--- src/hw/wsc_map.svh ---
// Addresses, reset values, masks and field positions of the wake source configuration registers
`ifndef WSC_MAP_SVH
`define WSC_MAP_SVH
`define WSC_ADDR_INT      7'h06
`define WSC_ADDR_EXT      7'h07
`define WSC_ADDR_PULL     7'h08
`define WSC_RST_INT       8'h00
`define WSC_RST_EXT       8'h07
`define WSC_RST_PULL      8'h00
`define WSC_WMASK_INT     8'hc4
`define WSC_WMASK_EXT     8'ha7
`define WSC_WMASK_PULL    8'h3f
`define WSC_RESTART_KEEP  8'ha7
`define WSC_FS_KEEP_EXT   8'ha0
`define WSC_FS_SET_EXT    8'h07
`define WSC_BIT_T2_WAKE   7
`define WSC_BIT_T1_WAKE   6
`define WSC_BIT_WD_HI     2
`define WSC_BIT_GLOBAL    7
`define WSC_BIT_MEAS      5
`define WSC_BIT_C_WAKE    2
`define WSC_BIT_B_WAKE    1
`define WSC_BIT_A_WAKE    0
`define WSC_POS_C_PULL    4
`define WSC_POS_B_PULL    2
`define WSC_POS_A_PULL    0
`define WSC_FRAME_BITS    5'd16
`define WSC_HDR_BITS      5'd8
`define WSC_MODE_WAKE     2'h1
`endif

--- src/hw/wsc_pkg.sv ---
// Types shared by the wake source configuration block
package wsc_pkg;
  // Pull configuration of one wake input
  typedef enum logic [1:0] {
    WSC_PULL_NONE = 2'h0,
    WSC_PULL_DOWN = 2'h1,
    WSC_PULL_UP   = 2'h2,
    WSC_PULL_AUTO = 2'h3
  } wsc_pull_t;
  // Serial frame receiver states, Gray coded
  typedef enum logic [1:0] {
    WSC_SP_IDLE  = 2'h0,
    WSC_SP_SHIFT = 2'h1,
    WSC_SP_OVER  = 2'h3
  } wsc_spi_st_t;
endpackage

--- src/hw/wsc_spi_frame.sv ---
// Serial control port frame receiver and read data shifter
`timescale 1ns/1ps
`include "wsc_map.svh"
module wsc_spi_frame import wsc_pkg::*; (
  input  wire logic       mclk,
  input  wire logic       nrst,
  input  wire logic       ce,
  input  wire logic       sclk,
  input  wire logic       sdi,
  input  wire logic       serial_chip_select_n,
  input  wire logic [7:0] rd_data,
  output logic [6:0]      hdr_addr,
  output logic            sdo,
  output logic            sdo_oe,
  output logic            frm_valid,
  output logic [6:0]      frm_addr,
  output logic            frm_wr,
  output logic [7:0]      frm_data
);
  wsc_spi_st_t st_q, st_d;      // Frame state
  logic [4:0]  cnt_q, cnt_d;    // Bits received
  logic [15:0] rx_q, rx_d;      // Received bits, first bit ends at bit 0
  logic [7:0]  tx_q, tx_d;      // Read data being shifted out
  logic        sck_q, cs_q;     // Previous pin levels
  logic        vld_d, oe_d;
  logic        rise, fall, cs_end;

  // Edge detection on the sampled pins
  assign rise   = sclk & ~sck_q & ~serial_chip_select_n;
  assign fall   = ~sclk & sck_q & ~serial_chip_select_n;
  assign cs_end = serial_chip_select_n & ~cs_q;
  assign hdr_addr = rx_q[14:8];

  ////////////////////////////////////////////////////////////////////////////////
  // Next state of the frame receiver
  always_comb begin
    st_d  = st_q;
    cnt_d = cnt_q;
    rx_d  = rx_q;
    tx_d  = tx_q;
    vld_d = 1'b0;
    oe_d  = ~serial_chip_select_n;
    unique case (st_q)
      WSC_SP_IDLE: begin
        // Frame opens on chip select falling
        if (!serial_chip_select_n) begin
          st_d  = WSC_SP_SHIFT;
          cnt_d = 5'd0;
          tx_d  = 8'h00;
        end
      end
      WSC_SP_SHIFT: begin
        if (cs_end) begin
          // Only a frame of exactly full length is accepted
          vld_d = (cnt_q == `WSC_FRAME_BITS);
          st_d  = WSC_SP_IDLE;
        end else if (rise) begin
          rx_d  = {sdi, rx_q[15:1]};
          cnt_d = cnt_q + 5'd1;
          if (cnt_q == `WSC_FRAME_BITS) begin
            st_d = WSC_SP_OVER;
          end
        end else if (fall) begin
          // Header complete: load read data, else shift
          if (cnt_q == `WSC_HDR_BITS) begin
            tx_d = rd_data;
          end else begin
            tx_d = {1'b0, tx_q[7:1]};
          end
        end
      end
      WSC_SP_OVER: begin
        // Overlong frame is dropped
        if (cs_end) begin
          st_d = WSC_SP_IDLE;
        end
      end
      default: begin
        st_d = WSC_SP_IDLE;
      end
    endcase
  end

  ////////////////////////////////////////////////////////////////////////////////
  // Registers of the frame receiver
  always_ff @(posedge mclk or negedge nrst) begin
    if (!nrst) begin
      st_q      <= WSC_SP_IDLE;
      cnt_q     <= 5'd0;
      rx_q      <= 16'h0000;
      tx_q      <= 8'h00;
      sck_q     <= 1'b0;
      cs_q      <= 1'b1;
      frm_valid <= 1'b0;
      frm_addr  <= 7'h00;
      frm_wr    <= 1'b0;
      frm_data  <= 8'h00;
      sdo       <= 1'b0;
      sdo_oe    <= 1'b0;
    end else if (ce) begin
      st_q      <= st_d;
      cnt_q     <= cnt_d;
      rx_q      <= rx_d;
      tx_q      <= tx_d;
      sck_q     <= sclk;
      cs_q      <= serial_chip_select_n;
      frm_valid <= vld_d;
      frm_addr  <= rx_q[6:0];
      frm_wr    <= rx_q[7];
      frm_data  <= rx_q[15:8];
      sdo       <= tx_d[0];
      sdo_oe    <= oe_d;
    end
  end
endmodule // wsc_spi_frame

--- src/hw/wsc_regs.sv ---
// Wake source configuration register bank behind the serial control port
`timescale 1ns/1ps
`include "wsc_map.svh"
module wsc_regs import wsc_pkg::*; (
  input  wire logic       mclk,
  input  wire logic       nrst,
  input  wire logic       ce,
  input  wire logic       soft_reset,
  input  wire logic       restart_entry,
  input  wire logic       fail_safe_entry,
  input  wire logic       normal_mode,
  input  wire logic       stop_watchdog_disable_lo,
  input  wire logic       hw_stop_wd_upd,
  input  wire logic       hw_stop_wd_val,
  input  wire logic       wake_event,
  input  wire logic       status_event,
  input  wire logic [1:0] can_mode,
  input  wire logic [1:0] lin_mode,
  input  wire logic       sclk,
  input  wire logic       sdi,
  input  wire logic       serial_chip_select_n,
  output logic            sdo,
  output logic            sdo_oe,
  output logic            second_timer_wake_enable,
  output logic            first_timer_wake_enable,
  output logic            input_a_wake_enable,
  output logic            input_b_wake_enable,
  output logic            input_c_wake_enable,
  output logic            measure_active,
  output logic            input_ab_level_ignore,
  output wsc_pull_t       input_a_pull_select,
  output wsc_pull_t       input_b_pull_select,
  output wsc_pull_t       input_c_pull_select,
  output logic            stop_watchdog_off,
  output logic            int_req,
  output logic            bus_fail_safe_force,
  output logic            can_wake_source,
  output logic            lin_wake_source
);
  logic [7:0] int_q, int_d;     // internal_wake_control
  logic [7:0] ext_q, ext_d;     // external_wake_source_control
  logic [7:0] pull_q, pull_d;   // wake_input_pull_control
  logic [7:0] rd_data;          // Read data for the addressed register
  logic [6:0] hdr_addr;         // Address of the frame in flight
  logic       frm_valid;        // Completed frame pulse
  logic [6:0] frm_addr;
  logic       frm_wr;
  logic [7:0] frm_data;
  logic       wr_ok;            // Accepted write

  ////////////////////////////////////////////////////////////////////////////////
  // Serial port
  wsc_spi_frame u_frame (
    .mclk                 (mclk),
    .nrst                 (nrst),
    .ce                   (ce),
    .sclk                 (sclk),
    .sdi                  (sdi),
    .serial_chip_select_n (serial_chip_select_n),
    .rd_data              (rd_data),
    .hdr_addr             (hdr_addr),
    .sdo                  (sdo),
    .sdo_oe               (sdo_oe),
    .frm_valid            (frm_valid),
    .frm_addr             (frm_addr),
    .frm_wr               (frm_wr),
    .frm_data             (frm_data)
  );

  // Read mux; unmapped addresses read zero
  always_comb begin
    unique case (hdr_addr)
      `WSC_ADDR_INT:  rd_data = int_q;
      `WSC_ADDR_EXT:  rd_data = ext_q;
      `WSC_ADDR_PULL: rd_data = pull_q;
      default:        rd_data = 8'h00;
    endcase
  end

  assign wr_ok = frm_valid & frm_wr;

  ////////////////////////////////////////////////////////////////////////////////
  // Register next values
  always_comb begin
    int_d  = int_q;
    ext_d  = ext_q;
    pull_d = pull_q;
    if (soft_reset) begin
      // Soft reset returns the power-on values
      int_d  = `WSC_RST_INT;
      ext_d  = `WSC_RST_EXT;
      pull_d = `WSC_RST_PULL;
    end else begin
      // Software write, reserved bits masked off
      if (wr_ok && frm_addr == `WSC_ADDR_INT) begin
        int_d = frm_data & `WSC_WMASK_INT;
      end
      if (wr_ok && frm_addr == `WSC_ADDR_EXT) begin
        ext_d = frm_data & `WSC_WMASK_EXT;
      end
      if (wr_ok && frm_addr == `WSC_ADDR_PULL) begin
        pull_d = frm_data & `WSC_WMASK_PULL;
      end
      // Hardware update wins over a write in the same cycle
      if (hw_stop_wd_upd) begin
        int_d[`WSC_BIT_WD_HI] = hw_stop_wd_val;
      end
      // Restart clears bits 6, 4, 3
      if (restart_entry) begin
        ext_d = ext_d & `WSC_RESTART_KEEP;
      end
      // Fail-safe sets the three input wake bits and keeps bits 7 and 5
      if (fail_safe_entry) begin
        ext_d = (ext_d & `WSC_FS_KEEP_EXT) | `WSC_FS_SET_EXT;
      end
    end
  end

  ////////////////////////////////////////////////////////////////////////////////
  // Register storage
  always_ff @(posedge mclk or negedge nrst) begin
    if (!nrst) begin
      int_q  <= `WSC_RST_INT;
      ext_q  <= `WSC_RST_EXT;
      pull_q <= `WSC_RST_PULL;
    end else if (ce) begin
      int_q  <= int_d;
      ext_q  <= ext_d;
      pull_q <= pull_d;
    end
  end

  ////////////////////////////////////////////////////////////////////////////////
  // Decoded controls, registered from the next register values; int_req uses the current global bit
  logic meas_d;
  logic irq_d;
  assign meas_d = ext_d[`WSC_BIT_MEAS];
  // Interrupt scope set by the global bit
  assign irq_d  = wake_event | (ext_q[`WSC_BIT_GLOBAL] & status_event);

  always_ff @(posedge mclk or negedge nrst) begin
    if (!nrst) begin
      second_timer_wake_enable <= 1'b0;
      first_timer_wake_enable  <= 1'b0;
      input_a_wake_enable      <= 1'b1;
      input_b_wake_enable      <= 1'b1;
      input_c_wake_enable      <= 1'b1;
      measure_active           <= 1'b0;
      input_ab_level_ignore    <= 1'b0;
      input_a_pull_select      <= WSC_PULL_NONE;
      input_b_pull_select      <= WSC_PULL_NONE;
      input_c_pull_select      <= WSC_PULL_NONE;
      stop_watchdog_off        <= 1'b0;
      int_req                  <= 1'b0;
      bus_fail_safe_force      <= 1'b0;
      can_wake_source          <= 1'b0;
      lin_wake_source          <= 1'b0;
    end else if (ce) begin
      second_timer_wake_enable <= int_d[`WSC_BIT_T2_WAKE];
      first_timer_wake_enable  <= int_d[`WSC_BIT_T1_WAKE];
      input_a_wake_enable      <= ext_d[`WSC_BIT_A_WAKE] & ~meas_d;
      input_b_wake_enable      <= ext_d[`WSC_BIT_B_WAKE] & ~meas_d;
      input_c_wake_enable      <= ext_d[`WSC_BIT_C_WAKE];
      measure_active           <= meas_d & normal_mode;
      input_ab_level_ignore    <= meas_d;
      input_a_pull_select      <= wsc_pull_t'(pull_d[`WSC_POS_A_PULL +: 2]);
      input_b_pull_select      <= wsc_pull_t'(pull_d[`WSC_POS_B_PULL +: 2]);
      input_c_pull_select      <= wsc_pull_t'(pull_d[`WSC_POS_C_PULL +: 2]);
      // Off in stop mode only when both disable bits are set
      stop_watchdog_off        <= int_d[`WSC_BIT_WD_HI] & stop_watchdog_disable_lo;
      int_req                  <= irq_d;
      bus_fail_safe_force      <= fail_safe_entry & ~soft_reset;
      // Bus wake follows the bus control mode code, not this bank
      can_wake_source          <= (can_mode == `WSC_MODE_WAKE);
      lin_wake_source          <= (lin_mode == `WSC_MODE_WAKE);
    end
  end
endmodule // wsc_regs

--- config.mk ---
export PLATFORM = sky130hd
export DESIGN_NAME = wsc_regs
export DESIGN_NICKNAME = d
export VERILOG_FILES = /design/src/hw/wsc_pkg.sv /design/src/hw/wsc_spi_frame.sv /design/src/hw/wsc_regs.sv
export VERILOG_INCLUDE_DIRS = /design/src /design/src/hw
export SDC_FILE = /design/constraint.sdc
export NUM_CORES = 1
export LEC_CHECK = 0
export BUFFER_PORTS_ARGS = -buffer_cell sky130_fd_sc_hd__buf_2
export CAP_MARGIN = 10
export CORE_ASPECT_RATIO = 0.8
export CORE_UTILIZATION = 58
export CTS_CLUSTER_DIAMETER = 80
export CTS_CLUSTER_SIZE = 25
export DETAILED_ROUTE_END_ITERATION = 8
export PLACE_DENSITY = 0.82
export SKIP_CTS_REPAIR_TIMING = 1
export SYNTH_ARGS = -nofsm -noshare
export SYNTH_HDL_FRONTEND = slang
export SYNTH_SLANG_ARGS = --single-unit
--- constraint.sdc ---
create_clock -name mclk -period 2.37 [get_ports mclk]
set_input_delay 0.5925 -clock mclk [delete_from_list [all_inputs] [get_ports mclk]]
set_output_delay 0.5925 -clock mclk [all_outputs]
set_load 0.02 [all_outputs]
==> impl_metrics.ini <==
[status]
status = complete, no violations

[sta]
fmax_mhz = 524
max-slew-margin-rel = 0.550
finClkSkew_ns = 0.00518
min_period_ns = 1.91
hold_viol_final = 0
slew_viol_final = 0
grt_setup_unrepaired = false
finalSetupViolCount = 0
tightest_slew_ns = 0.674
tns_ns = 0
hold_slack_ns = 0.234
min_period_over_period = 0.806

[floorplanning]
start_util = 0.606
coreArea_mm2 = 0.00547
rows = 24
dieArea_mm2 = 0.00602
die_h_um = 69.6
die_w_um = 86.5
io_pins = 39

[critical_path]
crit_required_ns = 2.63
r2r-start = u_frame.cnt_q[0]
critPathLaunchType = register
crit_fanout = 10
rr_endpoint = u_frame.sdo
crit_start = u_frame.cnt_q[0]
critPathArrivalTime_ns = 2.17
crit_end = u_frame.sdo
reg2reg_slack_ns = 0.46
end_kind = register
critPathKind = register to register
ff2ff_path_depth = 6

[synth]
synth_area_leader_cell = dfrtp_1
syn_area_per_cell_um2 = 12.4
syn_area_mm2 = 0.00331
ys_top_cells_by_count = 67 x dfrtp_1, 28 x mux2_2, 16 x o21ai_0, 13 x nand2_1, 12 x inv_1
yosys_warnings = 0
synth_top_family_by_area = compound AO/OA/AOI/OAI gates
muxShareOfSynthArea = 0.147
synth_area_leaders = dfrtp_1 51%, mux2_2 9.5%, dfstp_2 4.8%
synth_top_area_share = 0.506
synthArstFlopShare = 1.00
synth_xor_area_frac = 0
synth_cell_types = 50
synth_edf_count = 0
netlist_instances = 267
synth_flop_cell = dfrtp_1
synth_fa_ha_area_frac = 0.00755
synth-seq-area-share = 0.554
synth_compound_area_frac = 0.148
synth_fp_nets = 288
synthSimpleGateAreaFrac = 0.110
synth_most_common_cell = dfrtp_1
ys_ff_latch = 73

[global_routing]
grt_remaining_overflow = 0
grt_pass1_wl_um = 11000
grt_pass1_vias = 2229
antenna_found_initial = 0
grt_max_degree = 49
grt_usage = 0.247

[final_layout]
seq_area_mm2 = 0.00183
area_growth_pct = 14.5
antennaDiodeCount = 0
drive_above_1_share = 0.356
nNetsFinal = 331
post-route-util = 0.694
multiInputGateArea_mm2 = 0.00137
fillers = 409
finalNonFillerCells = 393

[pwr]
ir_drop_mv = 0.461
comb_power_share = 0.122
p_leak_nw = 1.85
p_sw_frac = 0.265
power.density_mw_per_mm2 = 715
p_int_mw = 1.99
p_seq_frac = 0.529
p_sw_mw = 0.718
clockPowerShare = 0.349

[clock_tree]
cts.clk_slew.worst_paths_ns = 0.07
htree_levels = 3
tritoncts = built
clock_sinks = 73
insertion_delay_ns = 0.35
clockRootBuffer = clkbuf_8
clock_path_buffers = 2
cts-buffers-inserted = 9

[detailed_routing]
top_layer_used = met4
drt_iter0_markers = 164
remaining_drc_errors = 0
wl_met3_um = 484
wl_um = 6540
via_per_inst = 5.87
antenna_left = 0
vias = 2308
route.detailed.wl_per_inst_um = 16.6
met1_length_um = 3010
met2_length_um = 2980
firstDrtPassIters = 4

[place]
place.gp.congestion = 0.806
post-place-cells = 377
place_hpwl_um = 4520
port_buffers = 37

[worst_hold_path]
min_path_type = input pin to async pin

[run]
max-cap-violations = 0
[layout make-up]
type | count | share of cell area
clock buffer | 13 | 0.0472
clock inverter | 3 | 0.00594
inverter | 12 | 0.0119
multi-input combinational | 170 | 0.360
sequential | 73 | 0.484
tap | 78 | 0.0257
timing repair buffer | 44 | 0.0660
[cells in the final DEF (no fill, tap or decap), types with 4 or more instances in the layout]
master,n
mux2_4,8
inv_1,12
buf_2,37
buf_4,6
a22o_1,11
mux2_2,28
nand2b_1,4
o2bb2ai_1,4
nand2_1,13
nand3_1,5
a32oi_1,6
clkbuf_8,13
dfstp_2,6
mux2i_1,5
dfrtp_1,67
a21oi_1,8
o21ai_0,16
nor2_1,9
[how the worst min path moves through the flow]
stage / end / slack, ns / depth (start not counted)
6_report: u_frame.cnt_q[3] / 0.23 / 2
5_1_grt: u_frame.cnt_q[3] / 0.24 / 2
4_1_cts: bus_fail_safe_force / 0.23 / 2
3_5_place_dp: stop_watchdog_off / 0.46 / 2
3_3_place_gp: can_wake_source / 0.47 / 1
2_1_floorplan: bus_fail_safe_force / 0.30 / 0
[cells by family (layout without fill, tap and decap cells)]
kind of cell	Yosys count	after routing
AO/OA/AOI/OAI	68	68
adder cells (fa/ha/maj)	2	2
buffers and inverters	24	72
flip-flops	73	73
multiplexers	41	41
AND/OR/NAND/NOR	59	59
[layer usage]
layer | GRT usage | vias to the layer above
li1 | - | 1074
met2 | 0.352 | 89
met3 | 0.0869 | 9
met1 | 0.356 | 1136
met4 | 0.0722 | 0
met5 | 0 | -
[flip-flops by register name (all words and copies together) (netlist names), 2 cells and up]
register          flops
u_frame.cnt_q         5
u_frame.st_q          2
ext_q                 4
int_q                 3
u_frame.frm_data      8
u_frame.rx_q         16
u_frame.frm_addr      7
pull_q                6
u_frame.tx_q          7
[power groups by stage]
stage / clock network (mW) / logic, mW / registers (mW)
2_1_floorplan: 0 / 0.214 / 1.44
3_3_place_gp: 0 / 0.317 / 1.45
3_5_place_dp: 0 / 0.331 / 1.46
4_1_cts: 0.969 / 0.333 / 1.43
5_1_grt: 1.01 / 0.368 / 1.45
6_report: 0.947 / 0.332 / 1.43
[worst max-delay path, stage by stage, from the launching register on]
cell	delay, ns
dfrtp_1	0.42
inv_1	0.07
ha_1	0.16
nand4bb_1	0.36
nor2b_1	0.35
o211ai_1	0.22
o21ai_0	0.23
[stage by stage]
stage               area (um2)  power (mW)  setup WS, ns
global placement          3590        1.77         0.412
global route              3790        2.83         0.207
detailed placement        3590        1.79         0.378
finish                    3790        2.71         0.461
floorplan                 3310        1.66         0.517
CTS                       3790        2.74         0.483
No activity file was read; power rests on OpenSTA's default activity.
